File: config.mk
export PLATFORM = sky130hd
export DESIGN_NAME = acrsc_ctrl
export DESIGN_NICKNAME = d
export VERILOG_FILES = /design/src/design/acrsc_pkg.sv /design/src/design/acrsc_ctrl.sv
export SDC_FILE = /design/constraint.sdc
export NUM_CORES = 1
export LEC_CHECK = 0
export BUFFER_PORTS_ARGS = -buffer_cell sky130_fd_sc_hd__buf_2
export CAP_MARGIN = 40
export CORE_ASPECT_RATIO = 1.1
export CORE_MARGIN = 5
export CORE_UTILIZATION = 30
export CTS_CLUSTER_DIAMETER = 30
export DETAILED_ROUTE_END_ITERATION = 16
export PLACE_DENSITY_LB_ADDON = 0.12
export SYNTH_ARGS = -nofsm -noshare
export SYNTH_HDL_FRONTEND = slang
export SYNTH_SLANG_ARGS = --single-unit
export TNS_END_PERCENT = 50
File: constraint.sdc
create_clock -name mclk -period 6 [get_ports mclk]
set_clock_uncertainty 0.15 [all_clocks]
set_input_delay 0.9 -clock mclk [delete_from_list [all_inputs] [get_ports mclk]]
set_output_delay 0.9 -clock mclk [all_outputs]
set_load 0.02 [all_outputs]
File: src/design/acrsc_pkg.sv
// Shared constants and types for the four-channel reset and shutdown controller.
// Assumes a single 25 MHz master clock and word-indexed register addresses.

package acrsc_pkg;

	// ************************************************************
	// Sizes
	// ************************************************************
	localparam int NUM_CH = 4; // Converter channels
	localparam int QW = 4; // Flash quantizer width, thermometer coded
	localparam int DATA_W = 32; // Register data width
	localparam int ADDR_W = 4; // Register index width
	localparam int PH_W = 8; // Phase field width per channel
	localparam int OUT_W = 24; // Conversion result width

	// ************************************************************
	// Register indices
	// ************************************************************
	localparam logic [ADDR_W-1:0] REG_CFG0 = 4'h0; // Soft reset field
	localparam logic [ADDR_W-1:0] REG_CFG1 = 4'h1; // Second configuration register, shutdown field
	localparam logic [ADDR_W-1:0] REG_PHASE = 4'h2; // Phase delay, one byte per channel
	localparam logic [ADDR_W-1:0] REG_MODULATOR = 4'h3; // Modulator output register
	localparam logic [ADDR_W-1:0] REG_DATA0 = 4'h4; // Channel results, 4 to 7
	localparam logic [ADDR_W-1:0] REG_STATUS = 4'h8; // Run, bias and clock status

	// ************************************************************
	// Field positions
	// ************************************************************
	localparam int CH_FIELD_LSB = 0; // Per-channel mode fields start here
	localparam int ST_RUN_LSB = 0; // Channels delivering data
	localparam int ST_BIAS_LSB = 4; // Channels still settling bias
	localparam int ST_CORE_BIT = 8; // Digital core clock running
	localparam int ST_INPUT_BIT = 9; // Input structure clock running

	// ************************************************************
	// Reset values
	// ************************************************************
	localparam logic [QW-1:0] QUANT_RST = 4'h3; // Quantizer reset pattern
	localparam logic [NUM_CH-1:0] SRST_INIT = 4'h0;
	localparam logic [NUM_CH-1:0] SHDN_INIT = 4'h0;
	localparam logic [DATA_W-1:0] PHASE_INIT = 32'h00000000;

	// ************************************************************
	// Timing
	// ************************************************************
	localparam int DEC_LEN_DEF = 64; // Clocks per decimation frame
	localparam int SETTLE_FRAMES_DEF = 3; // Frames the filter needs to settle
	localparam int BIAS_SETTLE_US = 1000; // Bias settling after shutdown, in us
	localparam int CLK_KHZ = 25000; // Master clock rate
	localparam int BIAS_SETTLE_CYC = (BIAS_SETTLE_US * CLK_KHZ + 999) / 1000;

	// ************************************************************
	// Types
	// ************************************************************
	typedef struct packed {
		logic [ADDR_W-1:0] addr; // Register index
		logic [DATA_W-1:0] wdata; // Write data
		logic wr; // Write strobe
		logic rd; // Read strobe
	} acrsc_bus_s;

	typedef enum logic [1:0] {
		CH_OFF = 2'b00, // Shut down
		CH_RESET = 2'b01, // Soft reset, converter running
		CH_SETTLE = 2'b10, // Filter settling, results discarded until the last frame
		CH_RUN = 2'b11 // Delivering results
	} acrsc_ch_e;

endpackage : acrsc_pkg

File: src/design/acrsc_ctrl.sv
// Channel mode control: soft reset, shutdown, hard reset and clock gating.
// Assumes modulator_in is synchronous to mclk and rst_n merges pin and power-on reset.
//
// How it works
// RL1 - Soft reset bit holds channel output zero
// RL2 - Soft reset forces quantizer field to 0011
// RL3 - Channels reset independently, configuration left untouched
// RL4 - No data-ready while in soft reset
// RL5 - Valid codes once filter settles after reset
// RL6 - Phase kept, realigned to running frame counter
// RL7 - Partial soft reset keeps internal clock running
// RL8 - All in soft reset gates core clock
// RL9 - Input structure clocked during full soft reset
// RL10 - Hard reset returns every register to default
// RL11 - Hard reset clears data, quantizers, filters
// RL12 - Register port ignored during hard reset
// RL13 - Host holds reset low for minimum width
// RL14 - Leaving shutdown: first data-ready after settling
// RL15 - Host discards results during bias settling
// RL16 - Shutdown per channel, configuration left untouched
// RL17 - Shut channel reads zero, no data-ready
// RL18 - Shutdown exit keeps and realigns phase
// RL19 - Partial shutdown keeps internal clock running
// RL20 - All shut down gates input and core
//
// Chosen here: the address-and-strobe port and the placing of the registers.

`timescale 1ns/100ps

module acrsc_ctrl #(
	parameter int DEC_LEN = acrsc_pkg::DEC_LEN_DEF, // Clocks per frame
	parameter int SETTLE_FRAMES = acrsc_pkg::SETTLE_FRAMES_DEF, // Frames after wake, all but the last dropped
	parameter int BIAS_CYC = acrsc_pkg::BIAS_SETTLE_CYC // Bias settle count
) (
	input wire logic mclk,
	input wire logic rst_n,
	input wire logic ce,
	input wire acrsc_pkg::acrsc_bus_s bus,
	output logic [acrsc_pkg::DATA_W-1:0] rdata,
	input wire logic [acrsc_pkg::NUM_CH*acrsc_pkg::QW-1:0] modulator_in,
	output logic [acrsc_pkg::NUM_CH-1:0] drdy,
	output logic core_clk_en,
	output logic input_clk_en
);
	import acrsc_pkg::*;

	// ************************************************************
	// Elaboration checks
	// ************************************************************
	if (DEC_LEN < 2 || DEC_LEN > (1 << PH_W)) begin : g_bad_len
		$error("DEC_LEN must lie in 2..256");
	end
	if (SETTLE_FRAMES < 1 || SETTLE_FRAMES > 15) begin : g_bad_settle
		$error("SETTLE_FRAMES must lie in 1..15");
	end
	if (BIAS_CYC < 1) begin : g_bad_bias
		$error("BIAS_CYC must be at least 1");
	end

	localparam int BIAS_W = $clog2(BIAS_CYC + 1); // Bias counter width
	localparam logic [PH_W-1:0] FRAME_LAST = PH_W'(DEC_LEN - 1);
	localparam logic [3:0] SETTLE_LAST = 4'(SETTLE_FRAMES - 1);
	localparam logic [BIAS_W-1:0] BIAS_LOAD = BIAS_W'(BIAS_CYC);

	// ************************************************************
	// Helpers
	// ************************************************************
	// Phase byte of one channel
	function automatic logic [PH_W-1:0] phase_of(input logic [DATA_W-1:0] ph, input int ch);
		return ph[ch*PH_W +: PH_W];
	endfunction : phase_of

	// Number of comparators that fired
	function automatic logic [2:0] thermo_count(input logic [QW-1:0] t);
		return 3'(t[0]) + 3'(t[1]) + 3'(t[2]) + 3'(t[3]);
	endfunction : thermo_count

	// ************************************************************
	// Configuration and shared state
	// ************************************************************
	logic [NUM_CH-1:0] srst; // Soft reset bits
	logic [NUM_CH-1:0] sd; // Shutdown bits
	logic [DATA_W-1:0] phase; // Phase delay bytes
	logic [PH_W-1:0] frame_cnt; // Common frame position
	logic [NUM_CH-1:0] chan_norm; // Channel in normal operation
	logic core_run; // Core clock actually ticking
	logic [NUM_CH-1:0] drdy_w; // Collected data-ready flops
	logic [NUM_CH*QW-1:0] quant_w; // Collected quantizer fields
	logic [NUM_CH-1:0] running_w; // Channels in run state
	logic [NUM_CH-1:0] bias_busy_w; // Channels with bias settling
	logic [OUT_W-1:0] data_w [NUM_CH]; // Collected results

	assign chan_norm = ~srst & ~sd;
	// Core needs a clock only while some channel converts
	assign core_clk_en = |chan_norm; // RL8 RL20
	// Inputs stay biased unless every channel is off
	assign input_clk_en = ~(&sd); // RL9 RL20
	assign core_run = ce & core_clk_en;
	assign drdy = drdy_w;

	// ************************************************************
	// Register writes
	// ************************************************************
	// Each field has its own decode, so a write never disturbs another
	always_ff @(posedge mclk) begin
		if (!rst_n) begin
			srst <= SRST_INIT; // RL10
			sd <= SHDN_INIT;
			phase <= PHASE_INIT;
		end else if (ce && bus.wr) begin
			if (bus.addr == REG_CFG0) begin
				srst <= bus.wdata[CH_FIELD_LSB +: NUM_CH]; // RL1 RL3
			end else if (bus.addr == REG_CFG1) begin
				sd <= bus.wdata[CH_FIELD_LSB +: NUM_CH]; // RL16
			end else if (bus.addr == REG_PHASE) begin
				phase <= bus.wdata;
			end
		end
	end

	// ************************************************************
	// Frame counter
	// ************************************************************
	// Frozen while the core clock is gated, free-running otherwise
	always_ff @(posedge mclk) begin
		if (!rst_n) begin
			frame_cnt <= '0; // RL11
		end else if (core_run) begin // RL7 RL19
			if (frame_cnt == FRAME_LAST) begin
				frame_cnt <= '0;
			end else begin
				frame_cnt <= frame_cnt + 8'h01;
			end
		end
	end

	// ************************************************************
	// Per-channel logic
	// ************************************************************
	for (genvar g = 0; g < NUM_CH; g++) begin : g_ch
		acrsc_ch_e st; // Channel mode
		acrsc_ch_e next_st; // Next mode
		logic [3:0] settle_cnt; // Frames seen while settling
		logic [OUT_W-1:0] acc; // Running filter sum
		logic [OUT_W-1:0] dout; // Output buffer
		logic [QW-1:0] quant; // Quantizer field
		logic dr; // Data-ready flop
		logic [BIAS_W-1:0] bias_cnt; // Bias settling countdown
		logic boundary; // Frame ends for this channel
		logic last_settle; // Final settling frame
		logic deliver; // Result is handed out now

		// Phase offset picks which counter value closes the frame
		assign boundary = core_run && (frame_cnt == phase_of(phase, g)); // RL6 RL18
		assign last_settle = (st == CH_SETTLE) && (settle_cnt == SETTLE_LAST);
		// Config gate catches the cycle before the mode catches up
		assign deliver = boundary && chan_norm[g] && (st == CH_RUN || last_settle); // RL4 RL17

		// Mode selection, shutdown over soft reset
		always_comb begin
			next_st = st;
			case (st)
				CH_OFF: begin
					if (sd[g]) begin
						next_st = CH_OFF;
					end else if (srst[g]) begin
						next_st = CH_RESET;
					end else begin
						next_st = CH_SETTLE; // RL14
					end
				end
				CH_RESET: begin
					if (sd[g]) begin
						next_st = CH_OFF;
					end else if (!srst[g]) begin
						next_st = CH_SETTLE; // RL5
					end
				end
				CH_SETTLE: begin
					if (sd[g]) begin
						next_st = CH_OFF;
					end else if (srst[g]) begin
						next_st = CH_RESET;
					end else if (last_settle && boundary) begin
						next_st = CH_RUN;
					end
				end
				CH_RUN: begin
					if (sd[g]) begin
						next_st = CH_OFF;
					end else if (srst[g]) begin
						next_st = CH_RESET;
					end
				end
				default: begin
					next_st = CH_OFF;
				end
			endcase
		end

		// Mode register
		always_ff @(posedge mclk) begin
			if (!rst_n) begin
				st <= CH_SETTLE; // RL10
			end else if (ce) begin
				st <= next_st;
			end
		end

		// Settling frame count
		always_ff @(posedge mclk) begin
			if (!rst_n) begin
				settle_cnt <= '0;
			end else if (ce) begin
				if (st != CH_SETTLE) begin
					settle_cnt <= '0;
				end else if (boundary) begin
					settle_cnt <= settle_cnt + 4'h1; // RL5 RL14
				end
			end
		end

		// Quantizer field; also forced while shut down
		always_ff @(posedge mclk) begin
			if (!rst_n) begin
				quant <= QUANT_RST; // RL11
			end else if (ce) begin
				if (srst[g] || sd[g]) begin
					quant <= QUANT_RST; // RL2
				end else begin
					quant <= modulator_in[g*QW +: QW];
				end
			end
		end

		// Filter integrates while the core runs, soft reset included; cleared to zero when off
		always_ff @(posedge mclk) begin
			if (!rst_n) begin
				acc <= '0; // RL11
			end else if (ce) begin
				if (st == CH_OFF) begin
					acc <= '0;
				end else if (boundary) begin
					acc <= OUT_W'(thermo_count(quant));
				end else if (core_run) begin
					acc <= acc + OUT_W'(thermo_count(quant));
				end
			end
		end

		// Output buffer, zero while held or off
		always_ff @(posedge mclk) begin
			if (!rst_n) begin
				dout <= '0; // RL11
			end else if (ce) begin
				if (st == CH_OFF || st == CH_RESET) begin
					dout <= '0; // RL1 RL17
				end else if (deliver) begin
					dout <= acc;
				end
			end
		end

		// One-cycle data-ready pulse; held, not repeated, while ce is low
		always_ff @(posedge mclk) begin
			if (!rst_n) begin
				dr <= 1'b0;
			end else if (ce) begin
				dr <= deliver; // RL4 RL17
			end
		end

		// Countdown is status only; the host must still discard early results
		always_ff @(posedge mclk) begin
			if (!rst_n) begin
				bias_cnt <= '0;
			end else if (ce) begin
				if (sd[g]) begin
					bias_cnt <= BIAS_LOAD; // RL15
				end else if (bias_cnt != '0) begin
					bias_cnt <= bias_cnt - 1'b1;
				end
			end
		end

		assign drdy_w[g] = dr;
		assign quant_w[g*QW +: QW] = quant;
		assign data_w[g] = dout;
		assign running_w[g] = (st == CH_RUN);
		assign bias_busy_w[g] = (bias_cnt != '0);

		// ************************************************************
		// Checks for this channel
		// ************************************************************
		property p_quant_reset;
			@(posedge mclk) disable iff (!rst_n)
			(ce && srst[g]) |=> (quant == QUANT_RST);
		endproperty
		a_quant_reset: assert property (p_quant_reset) else $error("quantizer not forced in soft reset"); // RL2

		property p_data_zero;
			@(posedge mclk) disable iff (!rst_n)
			(ce && (st == CH_OFF || st == CH_RESET)) |=> (dout == '0);
		endproperty
		a_data_zero: assert property (p_data_zero) else $error("result not zero while held"); // RL1 RL17

		property p_no_drdy_held;
			@(posedge mclk) disable iff (!rst_n)
			(dr && $past(ce)) |-> ($past(st) inside {CH_SETTLE, CH_RUN} && !$past(srst[g]) && !$past(sd[g]));
		endproperty
		a_no_drdy_held: assert property (p_no_drdy_held) else $error("data-ready from held channel"); // RL4 RL17

		property p_phase_align;
			@(posedge mclk) disable iff (!rst_n)
			(dr && $past(ce)) |-> $past(frame_cnt == phase_of(phase, g));
		endproperty
		a_phase_align: assert property (p_phase_align) else $error("data-ready off its phase"); // RL6 RL18

		property p_settle_first;
			@(posedge mclk) disable iff (!rst_n)
			(dr && $past(ce)) |-> ($past(st) == CH_RUN || $past(settle_cnt) == SETTLE_LAST);
		endproperty
		a_settle_first: assert property (p_settle_first) else $error("data-ready before settling"); // RL5 RL14

		c_wake_drdy: cover property (@(posedge mclk) disable iff (!rst_n)
			$fell(sd[g]) ##[1:1000] dr);
	end

	// ************************************************************
	// Register reads
	// ************************************************************
	// Data stand one cycle after the strobe, zero otherwise
	always_ff @(posedge mclk) begin
		if (!rst_n) begin
			rdata <= '0; // RL12
		end else if (ce) begin
			if (!bus.rd) begin
				rdata <= '0;
			end else if (bus.addr == REG_CFG0) begin
				rdata <= DATA_W'(srst);
			end else if (bus.addr == REG_CFG1) begin
				rdata <= DATA_W'(sd);
			end else if (bus.addr == REG_PHASE) begin
				rdata <= phase;
			end else if (bus.addr == REG_MODULATOR) begin
				rdata <= DATA_W'(quant_w);
			end else if (bus.addr[3:2] == REG_DATA0[3:2]) begin
				rdata <= DATA_W'(data_w[bus.addr[1:0]]);
			end else if (bus.addr == REG_STATUS) begin
				rdata <= {22'h000000, input_clk_en, core_clk_en, bias_busy_w, running_w};
			end else begin
				rdata <= '0;
			end
		end
	end

	// ************************************************************
	// Module-wide checks
	// ************************************************************
	property p_hard_reset;
		@(posedge mclk) disable iff (1'b0)
		!rst_n |=> (rdata == '0 && drdy == '0 && quant_w == {NUM_CH{QUANT_RST}} && srst == SRST_INIT);
	endproperty
	a_hard_reset: assert property (p_hard_reset) else $error("state not defaulted by hard reset"); // RL10 RL11 RL12

	property p_core_frozen;
		@(posedge mclk) disable iff (!rst_n)
		!core_clk_en |=> (frame_cnt == $past(frame_cnt));
	endproperty
	a_core_frozen: assert property (p_core_frozen) else $error("core counter moved while gated"); // RL8

	property p_clock_kept;
		@(posedge mclk) disable iff (!rst_n)
		(ce && rst_n && (|chan_norm)) |=> (frame_cnt != $past(frame_cnt));
	endproperty
	a_clock_kept: assert property (p_clock_kept) else $error("core clock stopped with a channel active"); // RL7 RL19

	property p_input_gate;
		@(posedge mclk) disable iff (!rst_n)
		(&srst && !(&sd)) |-> (input_clk_en && !core_clk_en);
	endproperty
	a_input_gate: assert property (p_input_gate) else $error("input clock lost in full soft reset"); // RL9

	property p_all_off;
		@(posedge mclk) disable iff (!rst_n)
		(&sd) |-> (!input_clk_en && !core_clk_en && rdata[ST_INPUT_BIT] == 1'b0);
	endproperty
	a_all_off: assert property (p_all_off) else $error("clocks run with all channels off"); // RL20

	property p_cfg_hold;
		@(posedge mclk) disable iff (!rst_n)
		(bus.wr && bus.addr != REG_CFG0 && bus.addr != REG_CFG1) |=> (srst == $past(srst) && sd == $past(sd));
	endproperty
	a_cfg_hold: assert property (p_cfg_hold) else $error("mode bits changed by other write"); // RL3 RL16

	c_all_reset: cover property (@(posedge mclk) disable iff (!rst_n) (&srst) ##1 !(&srst));
	c_all_drdy: cover property (@(posedge mclk) disable iff (!rst_n) (&running_w) ##[1:300] drdy[3]);
	c_shut_all: cover property (@(posedge mclk) disable iff (!rst_n) (&sd) ##1 !(&sd));

endmodule : acrsc_ctrl

# Word-level counts from Yosys, hierarchy flattened
# Cells that the tools add are included.
# W data, S select, Z words.
op_classes:
  addsub: 25
  n_eq_ne: 42
  n_lt_le_gt_ge: 1
  n_bitwise: 8
  n_reduce_logical: 83
  mux: 91
ops:
  columns: ["op", "count"]
  rows:
  - ["$mux W24", 24]
  - ["$mux W32", 4]
  - ["$mux W15", 8]
  - ["$add A24 B3 Y24", 4]
  - ["$mux W2", 36]
  - ["$reduce_bool A15 Y1", 4]
  - ["$sub A15 B1 Y15 const B", 4]
  - ["$bmux W24 S2", 1]
  - ["$mux W4", 12]
  - ["$reduce_and A2 Y1", 17]
  - ["$eq A8 B8 Y1", 4]
  - ["$pmux W2 S4", 4]
  - ["$eq A4 B2 Y1 const B", 6]
  - ["$ne A3 B3 Y1 const B", 8]
  - ["$reduce_and A4 Y1", 6]
  - ["$reduce_bool A2 Y1", 12]
  - ["$logic_and A1 B1 Y1", 21]
  - ["$add A4 B1 Y4 const B", 4]
  - ["$eq A2 B2 Y1 const B", 8]
  - ["$ne A4 B3 Y1 const B", 4]
  - ["$add A2 B1 Y3", 4]
  - ["$add A3 B1 Y3", 4]
  - ["$logic_or A1 B1 Y1", 12]
  - ["$reduce_bool A3 Y1", 4]
  - ["other kinds (19)", 35]
totals:
  in_bits: 57
  output_inout_bits: 38
  reg_bits: 376
  word_cells: 283

# Longest topological paths before layout
depth:
  word_depth: 10
  ltp_mapped: 10
  mapped_depth_nobuf: 9

# Worst setup path after synthesis
# Ideal clock, no wire load.
synth_path:
  kind: "reg2reg"
  from: "register g_ch[1].quant[0]"
  to: "register g_ch[1].acc[17]"
  setup_time_ps: 78
  stages_incl_launch_ff: 11
  path_slack_ps: 2789
  path_buffers: 1
  period_less_slack_ps: 3211
  arrival_time_ps: 2983
  cell_sequence: "dfxtp_1 > fa_1 > ha_1 > ha_1 > ha_1 > a21oi_1 > or3b_1 > clkbuf_1 > a2111oi_0 > a21oi_1 > nor3_1"
synth_between:
  elab_chain_cells: 7
synth_lines:
  columns: ["element", "line_no", "source"]
  rows:
  - ["start: declaration", "acrsc_ctrl.sv:146", "logic [QW-1:0] quant;"]
  - ["start signal: assignment", "acrsc_ctrl.sv:231", "quant <= modulator_in[g*QW +: QW];"]
  - ["$add A1 B1 Y2", "acrsc_ctrl.sv:75", "return 3'(t[0]) + 3'(t[1]) + 3'(t[2]) + 3'(t[3]);"]
  - ["$add A2 B1 Y3", "acrsc_ctrl.sv:75", null]
  - ["$add A3 B1 Y3", "acrsc_ctrl.sv:75", null]
  - ["$add A24 B3 Y24", "acrsc_ctrl.sv:246", "acc <= acc + OUT_W'(thermo_count(quant));"]
  - ["$mux W24", "acrsc_ctrl.sv:245", "end else if (core_run) begin"]
  - ["$mux W24", "acrsc_ctrl.sv:243", "end else if (boundary) begin"]
  - ["$mux W24", "acrsc_ctrl.sv:241", "if (st == CH_OFF) begin"]
  - ["end signal: assignment", "acrsc_ctrl.sv:244", "acc <= OUT_W'(thermo_count(quant));"]
  - ["end signal: assignment", "acrsc_ctrl.sv:246", null]
  - ["end: declaration", "acrsc_ctrl.sv:144", "logic [OUT_W-1:0] acc;"]
# Every way passes these cells. The select of a mux whose other input is x is not followed.
# A chain may end at the register's enable or synchronous reset.

# Worst setup path in the final report
layout_path:
  from: "register g_ch[0].quant[0]"
  to: "register g_ch[0].acc[19]"
layout_between:
  elab_chain_cells: 7
layout_lines:
  columns: ["element", "line_no"]
  rows:
  - ["start: declaration", "acrsc_ctrl.sv:146"]
  - ["start signal: assignment", "acrsc_ctrl.sv:231"]
  - ["$add A1 B1 Y2", "acrsc_ctrl.sv:75"]
  - ["$add A2 B1 Y3", "acrsc_ctrl.sv:75"]
  - ["$add A3 B1 Y3", "acrsc_ctrl.sv:75"]
  - ["$add A24 B3 Y24", "acrsc_ctrl.sv:246"]
  - ["$mux W24", "acrsc_ctrl.sv:245"]
  - ["$mux W24", "acrsc_ctrl.sv:243"]
  - ["$mux W24", "acrsc_ctrl.sv:241"]
  - ["end signal: assignment", "acrsc_ctrl.sv:244"]
  - ["end signal: assignment", "acrsc_ctrl.sv:246"]
  - ["end: declaration", "acrsc_ctrl.sv:144"]
# Every way passes these cells. The select of a mux whose other input is x is not followed.

==> metrics <==
internal power 7.70 mW; combinational share of power between 10% and 20%; layout cells sized above 1 16.5%; cts hold-fix bufs 0; port bufs 94; clock sink count 376; critical-path maximum fanout 4; Cell variety after synth 90; CP most frequent cell ha_1; status finished clean; RSZ-0062 raised after global routing false; via count 17300; number of flops mapped to enable cells by yosys 0; final setup fails 0; Nets 2435; CTS Buf Count around 110; Post-CTS Setup Repair Bufs 0; Reg power frac 27.6%; largest net degree at the start of global routing 89; Detailed Route Iter0 Violations 1112; Max Freq about 290 MHz; drt pass-1 iters 5; syn_area_per_cell 8.54 um^2; initial antenna violation count 4; mapped cell area 19100 um^2; commonest non-fill, non-tap cells in the layout dfxtp_1, nand2_1, a21oi_1; vias per cell 5.28; yosys warns 0; Slew Limit Headroom 40.2%; DPL Wire Length 46.5 mm; chip width between 200 and 300 um; register area share after synthesis slightly below 40%; CTS-repair resized insts 0; Worst VDD drop 0.216 mV; P_sw 2.92 mW; die height 275 um; IO Count 95; row count 97; switching share of power 27.5%; clk slew on worst S/H paths 0.04 ns; Max H-tree Level 3; CP Launch Type flop; area grow syn2layout 27.0%; cell count after synthesis about 2200; Main synth FF type dfxtp_1; Tot Pwr 10.6 mW; Fin. Hold Viols 0; Async SR Flop Fraction 0%; CTS tree built; Max Cap Violations 0; Initial Util 30.1%; period utilisation layout just under 60%; cell chain of the critical path fa_1 -> ha_1 -> ha_1 -> ha_1 -> a21oi_1 -> a2111oi_2 -> nand4_1 -> or3b_2 -> a31oi_1; CTS max path bufs 3; count of final max-slew check failures 0; Clock Power Share 56.6%; leakage 8.71 nW; All-Layer GR Usage 18.8%; WS Path Type flop to flop; drt total wl about 67 mm; DRC Markers 0; Routed WL per cell between 20 and 25 um; total core area around 63000 um^2; setup TNS after final layout 0 ns; GPL Wtd Cong between 0.8 and 0.9; Routed Antenna Nets 0; worst slew pin tran 0.898 ns; CP required 6.39 ns; Tmin final about 3.5 ns; PD cells 438 nW/um^2; first-pass GRT wire length just over 100 mm; commonest non-fill, non-tap cell in the layout dfxtp_1; GRT Residual Overflow 0; Final Util 38.3%; fill count roughly 6500; clock root buffer clkbuf_16; CP peak stage delay around 0.55 ns; crit path max-delay cell type a2111oi_2; HP Class flop to flop; full die area 68800 um^2; worst skew pair latency roughly 0.64 ns; vias in the first global route around 17000; CP Capture Type flop; post-synthesis register bit count 376; Syn Nets between 2000 and 2500; WP data arrival 3.85 ns; number of diodes 0
[power by group through the flow]
stage / clock network (mW) / logic (mW) / registers (mW)
final: 6.02 / 1.67 / 2.93
after global routing: 6.29 / 1.88 / 2.96
after CTS: 6.12 / 1.68 / 2.93
after detailed placement: 0 / 1.67 / 2.97
after global placement: 0 / 1.64 / 2.97
after floorplan: 0 / 1.33 / 2.90
[synth_stat cells, drive strengths merged (8+ instances only)]
cell type,instances,area (um^2)
nand2b,18,113
a311oi,16,140
nor2b,9,56.3
o31ai,9,72.6
a211oi,17,138
and2,27,169
or4,10,82.6
fa,8,160
xor2,52,455
mux2i,22,220
nor3b,14,105
a41oi,9,78.8
inv,52,195
or3,24,151
a21oi,209,1050
and3,36,225
o2bb2ai,16,140
nor4,39,290
o2111ai,9,78.8
o21a,23,173
nor3,48,245
nand4,54,338
buf,43,226
a31oi,21,131
nor2,186,698
mux2,10,113
nand3,66,330
mux4,22,495
ha,37,463
and4,9,78.8
dfxtp,376,7530
a22oi,17,128
o211ai,17,128
nand2,258,968
o221a,8,90.1
nand3b,87,653
xnor2,84,736
o21ai,67,335
clkbuf,110,453
[layout make-up]
type                       instances  area, um^2  share of cell area, %
clock buffer                     144        3010                   12.4
clock inverter                    61         868                   3.58
inverter                          53         204                  0.840
multi-input combinational       1655       10700                   44.2
sequential                       376        7530                   31.0
tap                              841        1050                   4.34
timing repair buffer             139         883                   3.64
[registers in the layout (all words and copies together), names as in the netlist, 8 cells and up]
signal and cells:
rdata 32, g_ch.dout 96, g_ch.quant 16, frame_cnt 8, g_ch.bias_cnt 60, g_ch.settle_cnt 16
phase 32, g_ch.st 8, g_ch.acc 96
[worst max-delay path: cells and delay by family (launching register included)]
| family | cells | cell delay [ns] |
|---|---|---|
| AOI/OAI and AO/OA | 3 | 0.84 |
| adders and majority gates | 4 | 1.28 |
| DFF | 1 | 0.43 |
| and+or+nand+nor | 2 | 0.67 |
[path summary, 6_finish.rpt]
| path | from | end | slack, ns | cells past startpoint |
|---|---|---|---|---|
| worst max register to register | g_ch[0].quant[0] | g_ch[0].acc[19] | 2.54 | 9 |
| worst max-delay path | g_ch[0].quant[0] | g_ch[0].acc[19] | 2.54 | 9 |
| worst min-delay path | g_ch[3].dr | g_ch[3].dr | 0.32 | 2 |
| worst min register to register | g_ch[3].dr | g_ch[3].dr | 0.32 | 2 |
[metrics by stage]
step	cell area (um^2)	setup WS [ns]	hold slack [ns]	cells
floorplan	19100	2.79	0.282	2237
global placement	20200	2.31	0.305	3050
detailed placement	20400	2.44	0.310	3064
CTS	24300	2.50	0.317	3269
global route	24300	2.25	0.338	3269
finish	24300	2.54	0.317	3269
[kinds of logic after synthesis]
family,Yosys count,share of synthesized area (%)
multiplexers,54,4.34
AND/OR/NAND/NOR,918,25.1
buffers and inverters,206,4.60
flip-flops,376,39.4
AO/OA/AOI/OAI,502,17.1
XOR/XNOR,136,6.24
adder cells (fa/ha/maj),45,3.26
[per-layer routing]
| metal | vias to the layer above | GRT usage, % | part of all wire [%] |
|---|---|---|---|
| li1 | 8331 | - | - |
| met1 | 8387 | 25.1 | 46 |
| met2 | 419 | 30.6 | 46 |
| met3 | 118 | 3.47 | 4.9 |
| met4 | 4 | 6.62 | 2.7 |
| met5 | - | 0 | 0.030 |
Note: power is estimated with default switching activity, not from simulation.
